===== config.mk =====
export PLATFORM = sky130hd
export DESIGN_NAME = three_phase_output_buffer
export DESIGN_NICKNAME = d
export VERILOG_FILES = /design/src/hdl/three_phase_pkg.sv /design/src/hdl/three_phase_output_buffer.sv
export VERILOG_INCLUDE_DIRS = /design/src /design/src/hdl
export SDC_FILE = /design/constraint.sdc
export NUM_CORES = 1
export LEC_CHECK = 0
export ABC_AREA = 1
export ABC_CLOCK_PERIOD_IN_PS = 2900
export BUFFER_PORTS_ARGS = -buffer_cell sky130_fd_sc_hd__clkbuf_2
export CAP_MARGIN = 20
export CORE_MARGIN = 4
export CORE_UTILIZATION = 50
export CTS_CLUSTER_DIAMETER = 150
export DETAILED_ROUTE_END_ITERATION = 10
export GPL_TIMING_DRIVEN = 0
export PLACE_DENSITY = 0.69
export SYNTH_ARGS = -nofsm -noshare
export SYNTH_HDL_FRONTEND = slang
export SYNTH_SLANG_ARGS = --single-unit

===== constraint.sdc =====
create_clock -name clk -period 2.9 [get_ports clk]
set_clock_uncertainty 0.2 [all_clocks]
set_input_delay 0.58 -clock clk [delete_from_list [all_inputs] [get_ports clk]]
set_output_delay 0.58 -clock clk [all_outputs]
set_load 0.05 [all_outputs]

===== src/hdl/three_phase_consts.svh =====
// Offsets, field positions and reset values of the three-phase output buffer.
`ifndef THREE_PHASE_CONSTS_SVH
`define THREE_PHASE_CONSTS_SVH

// ----------------------------------------------------------------------
// Register word indexes; byte address is four times the index.
// ----------------------------------------------------------------------
`define IDX_INV_CONTROL   10'h340
`define IDX_CARRIER_TOP   10'h341
`define IDX_DEAD_TIME     10'h342
`define IDX_COMPARE_U     10'h343
`define IDX_COMPARE_V     10'h344
`define IDX_COMPARE_W     10'h345
`define IDX_STATUS        10'h346
`define IDX_BUF_FIRST     10'h34A
`define IDX_BUF_SECOND    10'h34B

// ----------------------------------------------------------------------
// Field positions and reset values.
// ----------------------------------------------------------------------
`define BIT_PHASE_ENABLE  0
`define BIT_CUTOFF_ENABLE 1
`define BIT_CUTOFF_ACTIVE 0
`define BIT_EMER_LEVEL    1
`define BIT_CARRIER_DOWN  2
`define RST_BUFFER        6'h00
`define RST_COUNT16       16'h0000
`define RST_DEAD          8'h00
`define ALL_RELEASED      6'h3F

`endif


===== src/hdl/three_phase_pkg.sv =====
// Types shared by the three-phase output buffer.
package three_phase_pkg;

	// Direction of the triangular carrier count.
	typedef enum logic {
		CARRIER_UP,
		CARRIER_DOWN
	} carrier_dir_e;

	// One bit per output: U, U-complement, V, V-complement, W, W-complement.
	typedef logic [5:0] phase_bits_t;

endpackage : three_phase_pkg


===== src/hdl/three_phase_output_buffer.sv =====
// Three-phase PWM output stage with phase buffers, dead time and forced cutoff.
`timescale 1ns/100ps
`include "three_phase_consts.svh"

module three_phase_output_buffer
	import three_phase_pkg::*;
(
	input  wire logic        clk,
	input  wire logic        resetn,
	input  wire logic [11:0] avs_address,
	input  wire logic        avs_read,
	input  wire logic        avs_write,
	input  wire logic [31:0] avs_writedata,
	input  wire logic [3:0]  avs_byteenable,
	output logic      [31:0] avs_readdata,
	output logic             avs_waitrequest,
	input  wire logic        emergencyN,
	output phase_bits_t      phaseOut,
	output phase_bits_t      phaseOutEnN
);

	// ----------------------------------------------------------------------
	// Declarations.
	// ----------------------------------------------------------------------
	logic         threePhaseEnable_reg;
	logic         emergencyCutoffEnable_reg;
	logic [15:0]  carrierTop_reg;
	logic [7:0]   deadTime_reg;
	logic [15:0]  phaseCompare_reg [3];
	phase_bits_t  phaseBufferFirst_reg;
	phase_bits_t  phaseBufferSecond_reg;
	phase_bits_t  shiftReg;
	logic [15:0]  carrierCnt;
	carrier_dir_e carrierDir;
	logic         carrierPeak;
	logic         carrierValley;
	logic         emerMeta;
	logic         emerSync;
	logic         cutoffActive_reg;
	logic [2:0]   rawOn;
	logic [2:0]   hiOn;
	logic [2:0]   loOn;
	logic [9:0]   wordIdx;
	logic         busAccept;
	logic         wrLow;
	logic [31:0]  readValue;

	// ----------------------------------------------------------------------
	// Avalon-MM slave.
	// ----------------------------------------------------------------------

	// The word index drops the byte offset; only byte enable 0 gates a write.
	assign wordIdx   = avs_address[11:2];
	assign busAccept = (avs_read || avs_write) && !avs_waitrequest;
	assign wrLow     = avs_write && !avs_waitrequest && avs_byteenable[0];

	// Every access waits exactly one cycle, so read data can be registered.
	always_ff @(posedge clk or negedge resetn) begin
		if (!resetn) begin
			avs_waitrequest <= 1'b1;
		end else if ((avs_read || avs_write) && avs_waitrequest) begin
			avs_waitrequest <= 1'b0;
		end else begin
			avs_waitrequest <= 1'b1;
		end
	end

	// Read mux; unmapped words and reserved bits read as zero.
	always_comb begin
		readValue = 32'h0000_0000;
		case (wordIdx)
			`IDX_INV_CONTROL: begin
				readValue[`BIT_PHASE_ENABLE]  = threePhaseEnable_reg;
				readValue[`BIT_CUTOFF_ENABLE] = emergencyCutoffEnable_reg;
			end
			`IDX_CARRIER_TOP: readValue[15:0] = carrierTop_reg;
			`IDX_DEAD_TIME:   readValue[7:0]  = deadTime_reg;
			`IDX_COMPARE_U:   readValue[15:0] = phaseCompare_reg[0];
			`IDX_COMPARE_V:   readValue[15:0] = phaseCompare_reg[1];
			`IDX_COMPARE_W:   readValue[15:0] = phaseCompare_reg[2];
			`IDX_STATUS: begin
				readValue[`BIT_CUTOFF_ACTIVE] = cutoffActive_reg;
				readValue[`BIT_EMER_LEVEL]    = emerSync;
				readValue[`BIT_CARRIER_DOWN]  = (carrierDir == CARRIER_DOWN);
			end
			`IDX_BUF_FIRST:  readValue[5:0] = shiftReg;
			`IDX_BUF_SECOND: readValue[5:0] = shiftReg;
			default:         readValue = 32'h0000_0000;
		endcase
	end

	// Read data is caught at the edge that drops waitrequest and held after.
	always_ff @(posedge clk or negedge resetn) begin
		if (!resetn) begin
			avs_readdata <= 32'h0000_0000;
		end else if (avs_read && avs_waitrequest) begin
			avs_readdata <= readValue;
		end
	end

	// Control and timing registers; a write lands when waitrequest is low.
	always_ff @(posedge clk or negedge resetn) begin
		if (!resetn) begin
			threePhaseEnable_reg      <= 1'b0;
			emergencyCutoffEnable_reg <= 1'b0;
			carrierTop_reg            <= `RST_COUNT16;
			deadTime_reg              <= `RST_DEAD;
			phaseCompare_reg[0]       <= `RST_COUNT16;
			phaseCompare_reg[1]       <= `RST_COUNT16;
			phaseCompare_reg[2]       <= `RST_COUNT16;
		end else if (wrLow) begin
			case (wordIdx)
				`IDX_INV_CONTROL: begin
					threePhaseEnable_reg      <= avs_writedata[`BIT_PHASE_ENABLE];
					emergencyCutoffEnable_reg <= avs_writedata[`BIT_CUTOFF_ENABLE];
				end
				`IDX_CARRIER_TOP: carrierTop_reg      <= avs_writedata[15:0];
				`IDX_DEAD_TIME:   deadTime_reg        <= avs_writedata[7:0];
				`IDX_COMPARE_U:   phaseCompare_reg[0] <= avs_writedata[15:0];
				`IDX_COMPARE_V:   phaseCompare_reg[1] <= avs_writedata[15:0];
				`IDX_COMPARE_W:   phaseCompare_reg[2] <= avs_writedata[15:0];
				default: begin
				end
			endcase
		end
	end

	// Phase buffers: each bit picks active (0) or inactive (1) level.
	always_ff @(posedge clk or negedge resetn) begin
		if (!resetn) begin
			phaseBufferFirst_reg  <= `RST_BUFFER;
			phaseBufferSecond_reg <= `RST_BUFFER;
		end else if (wrLow && wordIdx == `IDX_BUF_FIRST) begin
			phaseBufferFirst_reg  <= avs_writedata[5:0];
		end else if (wrLow && wordIdx == `IDX_BUF_SECOND) begin
			phaseBufferSecond_reg <= avs_writedata[5:0];
		end
	end

	// ----------------------------------------------------------------------
	// Carrier timer.
	// ----------------------------------------------------------------------

	// The turning points decide when the shift register takes a new buffer.
	assign carrierPeak   = (carrierDir == CARRIER_UP) && (carrierCnt >= carrierTop_reg);
	assign carrierValley = (carrierDir == CARRIER_DOWN) && (carrierCnt == `RST_COUNT16);

	// Triangular count between zero and the top; parked at zero when off.
	always_ff @(posedge clk or negedge resetn) begin
		if (!resetn) begin
			carrierCnt <= `RST_COUNT16;
			carrierDir <= CARRIER_UP;
		end else if (!threePhaseEnable_reg) begin
			carrierCnt <= `RST_COUNT16;
			carrierDir <= CARRIER_UP;
		end else begin
			case (carrierDir)
				CARRIER_UP: begin
					if (carrierPeak) begin
						carrierDir <= CARRIER_DOWN;
						if (carrierCnt != `RST_COUNT16) begin
							carrierCnt <= carrierCnt - 16'h0001;
						end
					end else begin
						carrierCnt <= carrierCnt + 16'h0001;
					end
				end
				CARRIER_DOWN: begin
					if (carrierValley) begin
						carrierDir <= CARRIER_UP;
						if (carrierTop_reg != `RST_COUNT16) begin
							carrierCnt <= carrierCnt + 16'h0001;
						end
					end else begin
						carrierCnt <= carrierCnt - 16'h0001;
					end
				end
				default: carrierDir <= CARRIER_UP;
			endcase
		end
	end

	// Three-phase shift register: first buffer at the valley, second at the peak.
	// Loading only at turning points keeps a buffer write from cutting a pulse.
	always_ff @(posedge clk or negedge resetn) begin
		if (!resetn) begin
			shiftReg <= `RST_BUFFER;
		end else if (!threePhaseEnable_reg || carrierValley) begin
			shiftReg <= phaseBufferFirst_reg;
		end else if (carrierPeak) begin
			shiftReg <= phaseBufferSecond_reg;
		end
	end

	// ----------------------------------------------------------------------
	// Phase timers and dead-time timers, one of each per phase.
	// ----------------------------------------------------------------------
	for (genvar p = 0; p < 3; p++) begin : g_phase
		logic [7:0] deadCnt;
		logic       prevRaw;

		// The phase timer turns its high side on while compare exceeds carrier.
		assign rawOn[p] = (phaseCompare_reg[p] > carrierCnt);

		// The dead-time timer restarts on every edge of the raw phase.
		always_ff @(posedge clk or negedge resetn) begin
			if (!resetn) begin
				deadCnt <= `RST_DEAD;
				prevRaw <= 1'b0;
			end else if (rawOn[p] != prevRaw) begin
				prevRaw <= rawOn[p];
				deadCnt <= deadTime_reg;
			end else if (deadCnt != `RST_DEAD) begin
				deadCnt <= deadCnt - 8'h01;
			end
		end

		// Both sides stay off until the dead time has run out.
		assign hiOn[p] = prevRaw && (rawOn[p] == prevRaw) && (deadCnt == `RST_DEAD);
		assign loOn[p] = !prevRaw && (rawOn[p] == prevRaw) && (deadCnt == `RST_DEAD);
	end

	// ----------------------------------------------------------------------
	// Emergency input and forced cutoff.
	// ----------------------------------------------------------------------

	// Two-stage synchroniser for the asynchronous emergency pin.
	always_ff @(posedge clk or negedge resetn) begin
		if (!resetn) begin
			emerMeta <= 1'b1;
			emerSync <= 1'b1;
		end else begin
			emerMeta <= emergencyN;
			emerSync <= emerMeta;
		end
	end

	// Cutoff latches while enabled and the pin is low; both conditions release it.
	always_ff @(posedge clk or negedge resetn) begin
		if (!resetn) begin
			cutoffActive_reg <= 1'b0;
		end else if (emergencyCutoffEnable_reg && !emerSync) begin
			cutoffActive_reg <= 1'b1;
		end else if (!emergencyCutoffEnable_reg && emerSync) begin
			cutoffActive_reg <= 1'b0;
		end
	end

	// ----------------------------------------------------------------------
	// Output pins.
	// ----------------------------------------------------------------------

	// Active level is high; pins are released when off or cut off.
	always_ff @(posedge clk or negedge resetn) begin
		if (!resetn) begin
			phaseOut    <= `RST_BUFFER;
			phaseOutEnN <= `ALL_RELEASED;
		end else if (!threePhaseEnable_reg || cutoffActive_reg) begin
			phaseOut    <= `RST_BUFFER;
			phaseOutEnN <= `ALL_RELEASED;
		end else begin
			for (int i = 0; i < 3; i++) begin
				phaseOut[2*i]   <= hiOn[i] && !shiftReg[2*i];
				phaseOut[2*i+1] <= loOn[i] && !shiftReg[2*i+1];
			end
			phaseOutEnN <= `RST_BUFFER;
		end
	end
endmodule : three_phase_output_buffer


# After elaboration in Yosys (flattened, before gate mapping)
# Index checks and enable logic that the tools add are counted.
# Widths: inputs -> output; s select.
word_totals:
  romBits: 0
  latchBits: 0
  register_bits: 168
  ram_bits: 0
  n_memories: 0
  elab_cells: 148
classes:
  order_cmp: 4
  n_reduce_logical: 67
  n_mux: 28
  n_eq_ne: 17
  bitwise_logic: 2
  multipliers: 0
  div: 0
  n_shift: 0
  n_addsub: 5
op_table:
  columns: ["operator", "count"]
  rows:
  - ["$eq 10x10->1 const B", 9]
  - ["$mux 16", 5]
  - ["$gt 16x16->1", 3]
  - ["$mux 8", 6]
  - ["$pmux 16 s2", 1]
  - ["$pmux 8 s4", 1]
  - ["$reduce_bool 16->1", 2]
  - ["$logic_and 1x1->1", 28]
  - ["$logic_not 8->1", 3]
  - ["$mux 6", 4]
  - ["$reduce_bool 8->1", 3]
  - ["$sub 8x1->8 const B", 3]
  - ["$pmux 3 s6", 1]
  - ["$add 16x1->16 const B", 1]
  - ["$ge 16x16->1", 1]
  - ["$logic_not 16->1", 1]
  - ["$pmux 2 s8", 1]
  - ["$reduce_and 2->1", 8]
  - ["$sub 16x1->16 const B", 1]
  - ["$logic_not 1->1", 13]
  - ["$pmux 2 s5", 1]
  - ["$reduce_bool 2->1", 5]
  - ["$ne 4x3->1 const B", 2]
  - ["$pmux 1 s7", 1]
  - ["7 further kinds", 19]

# Longest topological paths before layout
# Gate-level depths: netlist of the first run.
logic_depth:
  ltp_word: 6
  depth_mapped: 17

# Worst setup path before layout of the first run
# OpenSTA, ideal clock, no wires.
synth_path:
  path_kind: "reg2reg"
  from: "register carrierCnt[2]"
  to: "register g_phase[0].deadCnt[2]"
  arrival_ps: 2299
  path_buffers: 1
  stages_incl_launch_ff: 17
  slack_ps: 280
  path_cell_list: "dfrtp_1 -> clkbuf_2 -> inv_1 -> ha_1 -> nand2_1 -> o21ai_0 -> nand2_1 -> o211ai_1 -> nand2_1 -> nand2_1 -> nand2_1 -> ha_1 -> clkinv_1 -> nand2_1 -> inv_1 -> a22oi_1 -> inv_1"
synth_between:
  elab_chain_cells: 3
  word_cells_on_any_way: 4
  cone_classes: "order compare (1); eq/ne (1); mux (1); reduce/logical (1)"
synth_rtl:
  columns: ["element", "line_no", "text"]
  rows:
  - ["start, declared", "three_phase_output_buffer.sv:33", "logic [15:0] carrierCnt;"]
  - ["start signal, assigned", "three_phase_output_buffer.sv:151", "carrierCnt <= `RST_COUNT16;"]
  - ["start signal, assigned", "three_phase_output_buffer.sv:154", "carrierCnt <= `RST_COUNT16;"]
  - ["start signal, assigned", "three_phase_output_buffer.sv:162", "carrierCnt <= carrierCnt - 16'h0001;"]
  - ["$gt 16x16->1 (*)", "three_phase_output_buffer.sv:203", "assign rawOn[p] = (phaseCompare_reg[p] > carrierCnt);"]
  - ["$ne 1x1->1 (*)", "three_phase_output_buffer.sv:210", "end else if (rawOn[p] != prevRaw) begin"]
  - ["$mux 8 / $reduce_bool 2->1 (equally long branches)", null, null]
  - ["end signal, assigned", "three_phase_output_buffer.sv:208", "deadCnt <= `RST_DEAD;"]
  - ["end signal, assigned", "three_phase_output_buffer.sv:212", "deadCnt <= deadTime_reg;"]
  - ["end signal, assigned", "three_phase_output_buffer.sv:214", "deadCnt <= deadCnt - 8'h01;"]
  - ["end, declared", "three_phase_output_buffer.sv:199", "logic [7:0] deadCnt;"]
# Every way passes the cells marked *; elsewhere a longest branch is shown, timed or not.
# A chain may end at the register's enable or synchronous reset.

# Worst setup path after layout of the first run
# Ends and elaborated chain as after synthesis.

==> results.sh, run 1 <==
export IMPL_outcome="finished with violations"
export IMPL_violations="setup timing"
export IMPL_ant_nets=0
export IMPL_grt_pass1_vias=8335
export IMPL_fin_ws_ns=-0.000436
export IMPL_yosysWarnings=0
export IMPL_cts_clk_slew_worst_paths_ns=0.07
export IMPL_p_leak_nw=5.87
export IMPL_synth_seq_cells=163
export IMPL_vias_per_cell=5.44
export IMPL_rows=50
export IMPL_pwr_share_comb_pct=19.1
export IMPL_yosysUniqueCellTypes=46
export IMPL_setup_viol=1
export IMPL_place_gp_congestion=0.954
export IMPL_hold_viol=0
export IMPL_clock_path_buffers=2
export IMPL_clock_sinks=163
export IMPL_pin_count=98
export IMPL_die_area_sq_um=21900
export IMPL_post_route_util_pct=59.6
export IMPL_grt_pass1_wl_microns=43900
export IMPL_syn_avg_cell_area_sq_um=7.95
export IMPL_power_frac_seq_pct=42.5
export IMPL_yosysTopAreaCell="dfrtp_1"
export IMPL_syn_inst=1233
export IMPL_grtUsageMet1_pct=36.3
export IMPL_grtUsageMet2_pct=40.6
export IMPL_die_h_microns=148
export IMPL_firstDrtPassIters=5
export IMPL_drive_above_1_share_pct=15.8
export IMPL_largest_reg_flops=48
export IMPL_yosysSeqAreaShare_pct=41.7
export IMPL_min_period_over_period_pct=100
export IMPL_io_buffers=60
export IMPL_drtIter0Drc=656
export IMPL_antenna_found_initial=0
export IMPL_worstPathRequired_ns=3.02
export IMPL_grt_max_degree=103
export IMPL_grt_busiest_layer="met2"
export IMPL_die_width_microns=148
export IMPL_num_vias=8782
export IMPL_ff_latch_area_sq_um=4090
export IMPL_slew_headroom_pct=30.4
export IMPL_coreArea_sq_um=19000
export IMPL_cts_inserted_buffers=17
export IMPL_switching_share_pct=30.7
export IMPL_pwr_share_clk_pct=38.5
export IMPL_crit_arrival_ns=3.02
export IMPL_cap_viol_max_count=0
export IMPL_synth_top_cell_area_share_pct=40.6
export IMPL_grt_util_all_layers_pct=25.7
export IMPL_syn_area_sq_um=9800
export IMPL_diodes=0
export IMPL_drv_slew=0
export IMPL_root_buffer="clkbuf_16"
export IMPL_wl_per_cell_microns=17.3
export IMPL_cp_end_kind="flip-flop"
export IMPL_dp_worst_setup_slack_ns=-0.448
export IMPL_period_minus_slack_ns=2.90
export IMPL_rsz0062_at_grt="yes"
export IMPL_grt_overflow=0
export IMPL_wl_microns=27900
export IMPL_hpwl_microns=20400
export IMPL_nNetsFinal=1470
export IMPL_crit_fanout=10
export IMPL_p_per_area_nw_per_um2=542
export IMPL_net_switching_power_mw=1.89
export IMPL_worstSetupPathType="flip-flop to flip-flop"
export IMPL_h_tree_depth=4
export IMPL_internal_power_mw=4.25
export IMPL_start_util_pct=51.5
export IMPL_clock_latency_ns=0.44
export IMPL_startpoint_type="flip-flop"
export IMPL_multi_input_area_sq_um=4940
export IMPL_gr_usage_met3_pct=4.54
export IMPL_fmax_mhz=345
export IMPL_drc=0
export IMPL_whs_ns=0.106
export IMPL_area_growth_pct=15.7
export IMPL_n_fill_cell=1757
export IMPL_cts_tree="built"
export IMPL_hp_class="primary input to flip-flop"
export IMPL_finalPower_mw=6.14
export IMPL_max_vdd_ir_drop_uv=414
export IMPL_worstMarginPinSlew_ns=1.03
export IMPL_synthTopCellsByArea="dfrtp_1, nand2_1, ha_1"
[kinds of logic (layout without fill, tap and decap cells)]
kind of cell / Yosys count / in the layout / synth area share [%]
AOI/OAI and AO/OA: 208 / 208 / 11.5
xor gates and xnor gates: 37 / 37 / 3.31
adders and majority gates: 77 / 77 / 9.83
buffers and inverters: 204 / 309 / 9.32
DFF: 163 / 163 / 41.7
other: 1 / 16 / 0.0383
and+or+nand+nor: 543 / 543 / 24.4
[cell usage after synthesis (all sizes together)]
cell,instances
nand2,328
dfrtp,159
inv,151
o21ai,130
nand3,82
nor2,81
ha,77
a21oi,51
buf,36
xor2,33
nand4,25
nor3,18
clkbuf,13
o22ai,7
o221ai,6
a22oi,5
nor4,5
clkinv,4
dfstp,4
xnor2,4
a31oi,3
o211ai,3
a221oi,2
nor4b,2
a32oi,1
conb,1
nand3b,1
or2,1
[critical path: stages (launching register included)]
cell and delay [ns]:
dfrtp_1 0.36, clkbuf_8 0.17, clkinvlp_4 0.17, ha_1 0.34, nand2_1 0.09, o21ai_2 0.15, nand2_1 0.07, o211ai_1 0.09
nand2_1 0.09, nand2_2 0.11, nand2_2 0.09, ha_4 0.33, clkinv_4 0.10, nand2_2 0.12, inv_1 0.08, a22oi_1 0.16
inv_1 0.06
[metrics by stage]
| stage | cell area (sq um) | setup TNS (ns) | std cells |
|---|---|---|---|
| 3_5_place_dp | 10500 | -5.02 | 1569 |
| 3_3_place_gp | 10500 | -311.60 | 1568 |
| 5_1_grt | 11300 | -0.414 | 1613 |
| 2_1_floorplan | 9860 | 0 | 1248 |
| 6_report | 11300 | -0.000436 | 1613 |
| 4_1_cts | 11200 | 0 | 1602 |
[worst paths after layout]
check | from | end | slack (ns) | cells after the start
min | avs_write | avs_waitrequest | 0.11 | 2
max reg2reg | carrierCnt[2] | g_phase[0].deadCnt[2] | -0.0004 | 16
max in group asynchronous | resetn | carrierCnt[14] | 1.13 | 3
min in group asynchronous | resetn | phaseBufferFirst_reg[1] | 0.48 | 2
max | carrierCnt[2] | g_phase[0].deadCnt[2] | -0.0004 | 16
min reg2reg | emerMeta | emerSync | 0.16 | 0
[layer usage]
metal	up-vias	wire [microns]
li1	4233	-
met1	4170	12700
met2	325	12900
met3	54	1780
met4	0	602
met5	-	0
[cell usage in the layout (no fill, tap or decap), types with 10 or more instances in the layout]
cell type  Yosys  final
nand3_1       79     79
nand4_1       25     25
nand2_2        9     15
conb_1         1     16
a21oi_1       49     48
dfrtp_1      159    152
clkbuf_1      12     12
clkbuf_2       1     59
xor2_1        33     33
buf_4         23     33
inv_2          8     10
o21ai_0       96     93
clkbuf_16      0     17
ha_1          77     74
inv_1        143    137
nor2_1        71     71
nor3_1        15     13
o21ai_1       33     35
nand2_1      317    310
[power groups by stage]
stage                     Sequential (mW)  Combinational [mW]  Clock (mW)
after CTS                            2.61                1.10        2.37
after detailed placement             2.64                1.05           0
final                                2.61                1.17        2.36
after global placement               2.64                1.00           0
after floorplan                      2.63               0.771           0
after global routing                 2.63                1.31        2.49
[timing repair]
action                     CTS  global route
setup buffers                0            10
hold endpoints to repair    58             1
gates resized for setup     23            14
pin swaps                    0             3
setup endpoints to repair   24            25
cloned                       0             0
hold buffers                 1             1
[cell type report]
type | count | area share, %
Buffer | 49 | 2.98
Clock buffer | 18 | 3.87
Clock inverter | 14 | 1.48
Inverter | 155 | 5.33
Multi-Input combinational cell | 881 | 43.6
Sequential cell | 163 | 36.1
Tap cell | 260 | 2.87
Timing Repair Buffer | 73 | 3.81
Note: power is estimated with default switching activity, not from simulation.
==> run 2: changes to the inputs <==
--- a/config.mk
+++ b/config.mk
@@ -16,6 +16,7 @@
 export DETAILED_ROUTE_END_ITERATION = 10
 export GPL_TIMING_DRIVEN = 0
 export PLACE_DENSITY = 0.69
+export RECOVER_POWER = 100
 export SYNTH_ARGS = -nofsm -noshare
 export SYNTH_HDL_FRONTEND = slang
 export SYNTH_SLANG_ARGS = --single-unit
==> run 2 against run 1 <==
  * The flow finishes with violations (capacitance limit, slew limit)
  * Worst hold slack improved by 0.0065 ns
  * Sequential power about the same
  * Register-to-register slack about the same
  * Sequential cell count unchanged
  * Power decreased by 0.21%
  * Largest power group unchanged
==> results.sh, run 2 (same netlist as run 1, synthesis figures left out) <==
export IMPL_period_minus_slack_ns=2.89
export IMPL_drv_slew=62
export IMPL_r2r_cells=16
export IMPL_clock_latency_ns=0.43
export IMPL_placed_area_sq_um=10500
export IMPL_die_area_sq_um=21900
export IMPL_outcome="finished with violations"
export IMPL_clock_sinks=163
export IMPL_post_route_util_pct=59.0
export IMPL_endpoint="g_phase[0].deadCnt[2]"
export IMPL_r2r_start="carrierCnt[2]"
export IMPL_worstSetupPathType="flip-flop to flip-flop"
export IMPL_h_tree_depth=4
export IMPL_fmax_mhz=346
export IMPL_net_switching_power_mw=1.88
export IMPL_power_frac_seq_pct=42.5
export IMPL_r2r_slack_ns=0.01
export IMPL_worstMarginPinSlew_ns=1.60
export IMPL_internal_power_mw=4.25
export IMPL_grt_overflow=0
export IMPL_largest_reg_flops=48
export IMPL_grt_pass1_wl_microns=43900
export IMPL_diodes=0
export IMPL_cts_inserted_buffers=17
export IMPL_max_vdd_ir_drop_uv=412
export IMPL_hpwl_microns=20400
export IMPL_pwr_share_clk_pct=38.5
export IMPL_coreArea_sq_um=19000
export IMPL_final_cell_mix="nand2_1, dfrtp_1, inv_1"
export IMPL_startpoint_type="flip-flop"
export IMPL_firstDrtPassIters=7
export IMPL_rsz0062_at_grt="yes"
export IMPL_n_fill_cell=1775
export IMPL_grt_pass1_vias=8335
export IMPL_cp_startpoint="carrierCnt[2]"
export IMPL_cp_end_kind="flip-flop"
export IMPL_ant_nets=0
export IMPL_hold_viol=0
export IMPL_slew_headroom_pct=-6.40
export IMPL_root_buffer="clkbuf_16"
export IMPL_drc=0
export IMPL_grt_max_degree=103
export IMPL_cap_viol_max_count=1
export IMPL_switching_share_pct=30.7
export IMPL_p_per_area_nw_per_um2=547
export IMPL_pin_count=98
export IMPL_num_vias=8794
export IMPL_layout_commonest_cell="nand2_1"
export IMPL_grt_util_all_layers_pct=25.7
export IMPL_p_leak_nw=5.75
export IMPL_area_growth_pct=14.4
export IMPL_worstPathRequired_ns=3.02
export IMPL_nNetsFinal=1470
export IMPL_violations="capacitance limit, slew limit"
export IMPL_finalPower_mw=6.13
export IMPL_fin_area_sq_um=11200
export IMPL_dp_worst_setup_slack_ns=-0.448
export IMPL_wl_microns=28000
export IMPL_drive_above_1_share_pct=12.3
export IMPL_pwr_share_comb_pct=18.9
export IMPL_setup_viol=0
export IMPL_wl_per_cell_microns=17.4
export IMPL_cts_tree="built"
export IMPL_cts_clk_slew_worst_paths_ns=0.07
export IMPL_die_width_microns=148
export IMPL_fin_ws_ns=0.0102
export IMPL_die_h_microns=148
export IMPL_start_util_pct=51.5
export IMPL_clock_path_buffers=2
export IMPL_crit_arrival_ns=3.01
export IMPL_min_period_over_period_pct=99.6
export IMPL_antenna_found_initial=0
export IMPL_vias_per_cell=5.45
export IMPL_hp_class="primary input to flip-flop"
export IMPL_drtIter0Drc=646
export IMPL_rows=50
export IMPL_crit_fanout=10
export IMPL_r2r_end="g_phase[0].deadCnt[2]"
export IMPL_whs_ns=0.112
export IMPL_io_buffers=60
export IMPL_place_gp_congestion=0.954
-- run 2: changes by cell type in the layout (fill, tap and decap cells not counted), moves of 3 or more --
cell      change
clkbuf_1     +34
clkbuf_2     -29
nand2_1       +3
nand2_2       -3
nor2_1        +3
o21ai_0      +22
o21ai_1      -22
-- run 2: worst min-delay path by stage --
stage	cells after the start	start	end	slack [ns]
finish	2	avs_write	avs_waitrequest	0.11
global route	2	avs_write	avs_waitrequest	0.14
global placement	0	emerMeta	emerSync	0.15
floorplan	0	resetn	avs_readdata[0]	0.08
detailed placement	0	emerMeta	emerSync	0.15
CTS	1	emergencyN	emerMeta	0.006
-- run 2: power groups by stage --
stage                     Combinational, mW  Sequential [mW]  Clock, mW
after floorplan                       0.771             2.63          0
after global placement                 1.00             2.64          0
after CTS                              1.10             2.61       2.37
after detailed placement               1.05             2.64          0
final                                  1.16             2.61       2.36
after global routing                   1.30             2.63       2.49
-- run 2: final cells by class --
| cell class | instances | area [sq um] | share of cell area, % |
|---|---|---|---|
| buffer | 49 | 318 | 2.83 |
| inverter | 155 | 604 | 5.39 |
| timing repair buffer | 73 | 377 | 3.36 |
| multi-input combinational | 881 | 4890 | 43.6 |
| tap | 260 | 325 | 2.90 |
| clock buffer | 18 | 439 | 3.92 |
| clock inverter | 14 | 168 | 1.50 |
| sequential | 163 | 4090 | 36.5 |
-- run 2: metal layers --
metal	global-route usage (%)	vias up	share of wire, %
met1	36.3	4182	45
met4	8.18	0	2.1
li1	-	4231	-
met2	40.6	328	46
met5	0	-	0
met3	4.54	53	6.7
-- run 2: stage by stage --
stage / setup TNS [ns] / instances
4_1_cts: 0 / 1602
3_3_place_gp: -311.60 / 1568
5_1_grt: -0.536 / 1613
2_1_floorplan: 0 / 1248
6_report: 0 / 1613
3_5_place_dp: -5.02 / 1569
-- run 2: worst max-delay path, cell delays in order, from the launching register on --
cell and delay [ns]:
dfrtp_1 0.36, clkbuf_8 0.17, clkinvlp_4 0.16, ha_1 0.33
nand2_1 0.09, o21ai_2 0.16, nand2_1 0.08, o211ai_1 0.09
nand2_1 0.09, nand2_2 0.11, nand2_2 0.09, ha_4 0.33
clkinv_4 0.09, nand2_2 0.12, inv_1 0.08, a22oi_1 0.16
inv_1 0.05
-- run 2: repair_timing --
action                                 in CTS  in global routing
resized for setup                          23                 14
endpoints found under the hold margin      58                  1
setup endpoints to repair                  24                 25
buffers inserted                            0                 10
hold buffers                                1                  1
pin swaps                                   0                  3
==> run 3: changes to the inputs <==
--- a/config.mk
+++ b/config.mk
@@ -8,12 +8,12 @@
 export LEC_CHECK = 0
 export ABC_AREA = 1
 export ABC_CLOCK_PERIOD_IN_PS = 2900
-export BUFFER_PORTS_ARGS = -buffer_cell sky130_fd_sc_hd__clkbuf_2
 export CAP_MARGIN = 20
 export CORE_MARGIN = 4
 export CORE_UTILIZATION = 50
 export CTS_CLUSTER_DIAMETER = 150
 export DETAILED_ROUTE_END_ITERATION = 10
+export DONT_BUFFER_PORTS = 1
 export GPL_TIMING_DRIVEN = 0
 export PLACE_DENSITY = 0.69
 export RECOVER_POWER = 100
==> run 3 against run 2 <==
  * Largest cell class unchanged
  * The flow finishes with violations (hold timing)
  * Sequential cell count unchanged
  * First-iteration DRC count down 9.0%
  * Register-to-register slack better by 0.11 ns
  * Global-route usage down 0.26 points
  * Core utilization down 1.9 points
  * Critical path depth down 2
==> results.sh, run 3 (same netlist as run 1, synthesis figures left out) <==
export IMPL_drv_slew=0
export IMPL_wl_per_cell_microns=17.6
export IMPL_whs_ns=-0.360
export IMPL_wl_microns=27200
export IMPL_crit_fanout=7
export IMPL_nNetsFinal=1406
export IMPL_grt_util_all_layers_pct=25.5
export IMPL_io_buffers=0
export IMPL_cap_viol_max_count=0
export IMPL_setup_viol=0
export IMPL_startpoint_type="flip-flop"
export IMPL_drive_above_1_share_pct=10.3
export IMPL_coreArea_sq_um=19000
export IMPL_rows=50
export IMPL_fin_ws_ns=0.122
export IMPL_finalPower_mw=5.76
export IMPL_r2r_cells=14
export IMPL_die_area_sq_um=21900
export IMPL_die_width_microns=148
export IMPL_min_period_over_period_pct=95.8
export IMPL_worstSetupPathType="flip-flop to flip-flop"
export IMPL_drtIter0Drc=588
export IMPL_ant_nets=0
export IMPL_num_vias=8544
export IMPL_pin_count=98
export IMPL_outcome="finished with violations"
export IMPL_layout_commonest_cell="nand2_1"
export IMPL_firstDrtPassIters=5
export IMPL_period_minus_slack_ns=2.78
export IMPL_cts_tree="built"
export IMPL_worstPathRequired_ns=3.02
export IMPL_root_buffer="clkbuf_16"
export IMPL_p_leak_nw=5.51
export IMPL_hpwl_microns=19900
export IMPL_die_h_microns=148
export IMPL_worstMarginPinSlew_ns=0.972
export IMPL_grt_pass1_vias=8224
export IMPL_start_util_pct=51.5
export IMPL_crit_arrival_ns=2.90
export IMPL_slew_headroom_pct=34.6
export IMPL_violations="hold timing"
export IMPL_postCtsHoldBufs=2
export IMPL_antenna_found_initial=0
export IMPL_drc=0
export IMPL_cp_end_kind="flip-flop"
export IMPL_place_gp_congestion=0.943
export IMPL_r2r_start="carrierCnt[9]"
export IMPL_h_tree_depth=4
export IMPL_clock_sinks=163
export IMPL_p_per_area_nw_per_um2=531
export IMPL_clock_latency_ns=0.44
export IMPL_grt_pass1_wl_microns=43700
export IMPL_largest_reg_flops=48
export IMPL_dp_worst_setup_slack_ns=-0.368
export IMPL_r2r_slack_ns=0.12
export IMPL_hold_viol=163
export IMPL_diodes=0
export IMPL_final_cell_mix="nand2_1, dfrtp_1, inv_1"
export IMPL_cts_inserted_buffers=17
export IMPL_max_vdd_ir_drop_uv=396
export IMPL_cts_clk_slew_worst_paths_ns=0.07
export IMPL_fmax_mhz=360
export IMPL_fin_tns_setup_ns=0
export IMPL_post_route_util_pct=57.1
export IMPL_vias_per_cell=5.52
export IMPL_clock_path_buffers=2
export IMPL_grt_overflow=0
export IMPL_grt_max_degree=164
export IMPL_hp_class="primary input to asynchronous set/reset pin"
export IMPL_r2r_end="g_phase[2].deadCnt[2]"
export IMPL_area_growth_pct=10.7
==> run 3: cell count changes in the layout (fill, tap and decap cells not counted), moves of 3 or more <==
cell        change
clkbuf_2       -30
clkbuf_1       -23
buf_4           -8
o21ai_0         +5
clkinvlp_4      +4
inv_6           -4
dfrtp_1         -3
dfrtp_2         +3
inv_1           -3
inv_2           +3
nor2_1          -3
o21ai_1         -3
==> run 3: where the power goes <==
group	switching [mW]	leakage [nW]	internal [mW]
Clock	0.990	0.250	1.12
Combinational	0.617	3.06	0.411
Sequential	0.145	2.20	2.47
==> run 3: layout make-up <==
| type | count | area, sq um |
|---|---|---|
| Clock buffer | 21 | 450 |
| Tap cell | 260 | 325 |
| Sequential cell | 163 | 4100 |
| Fill cell | 1783 | 8170 |
| Clock inverter | 11 | 83.8 |
| Buffer | 49 | 303 |
| Multi-Input combinational cell | 881 | 4910 |
| Inverter | 155 | 606 |
| Timing Repair Buffer | 9 | 72.6 |
==> run 3: metal layers <==
layer / part of all wire [%] / vias to the layer above / GRT usage (%)
met1: 46 / 4040 / 36.8
met2: 45 / 349 / 39.7
met3: 6.8 / 52 / 3.99
met4: 2.4 / 0 / 7.99
li1: - / 4103 / -
met5: 0 / - / 0
==> run 3: how the worst max path moves through the flow <==
stage,start,to,slack (ns),cells past startpoint
after floorplan,carrierCnt[2],g_phase[0].deadCnt[2],0.28,16
after global placement,carrierCnt[2],g_phase[0].deadCnt[2],-0.34,16
after detailed placement,carrierCnt[11],g_phase[0].deadCnt[2],-0.37,15
after CTS,carrierCnt[2],g_phase[0].deadCnt[2],0.004,16
after global routing,carrierCnt[9],g_phase[2].deadCnt[2],-0.01,14
final,carrierCnt[9],g_phase[2].deadCnt[2],0.12,14
==> run 3: worst max-delay path, cell delays in order, from the launching register on <==
cell        delay (ns)
dfrtp_1           0.40
buf_6             0.16
clkinvlp_4        0.15
ha_1              0.33
nand2_1           0.08
nor3_2            0.22
nand2_1           0.09
nand2_1           0.07
nand2_2           0.12
ha_4              0.34
clkinvlp_4        0.11
nand2_2           0.11
inv_1             0.08
a22oi_1           0.16
inv_1             0.05
==> run 3: metrics by stage <==
| stage | instance area, sq um | instances | hold slack [ns] |
|---|---|---|---|
| 2_1_floorplan | 9860 | 1248 | 0.0844 |
| 3_3_place_gp | 10200 | 1508 | 0.0894 |
| 3_5_place_dp | 10200 | 1508 | 0.0887 |
| 4_1_cts | 10800 | 1542 | -0.374 |
| 5_1_grt | 10900 | 1549 | -0.386 |
| 6_report | 10900 | 1549 | -0.360 |
==> run 3: what timing repair did <==
item	in CTS	in global routing
resized for setup	21	20
endpoints found under the setup margin	23	25
buffers inserted	0	7
pin swaps	0	4
hold endpoints to repair	165	163
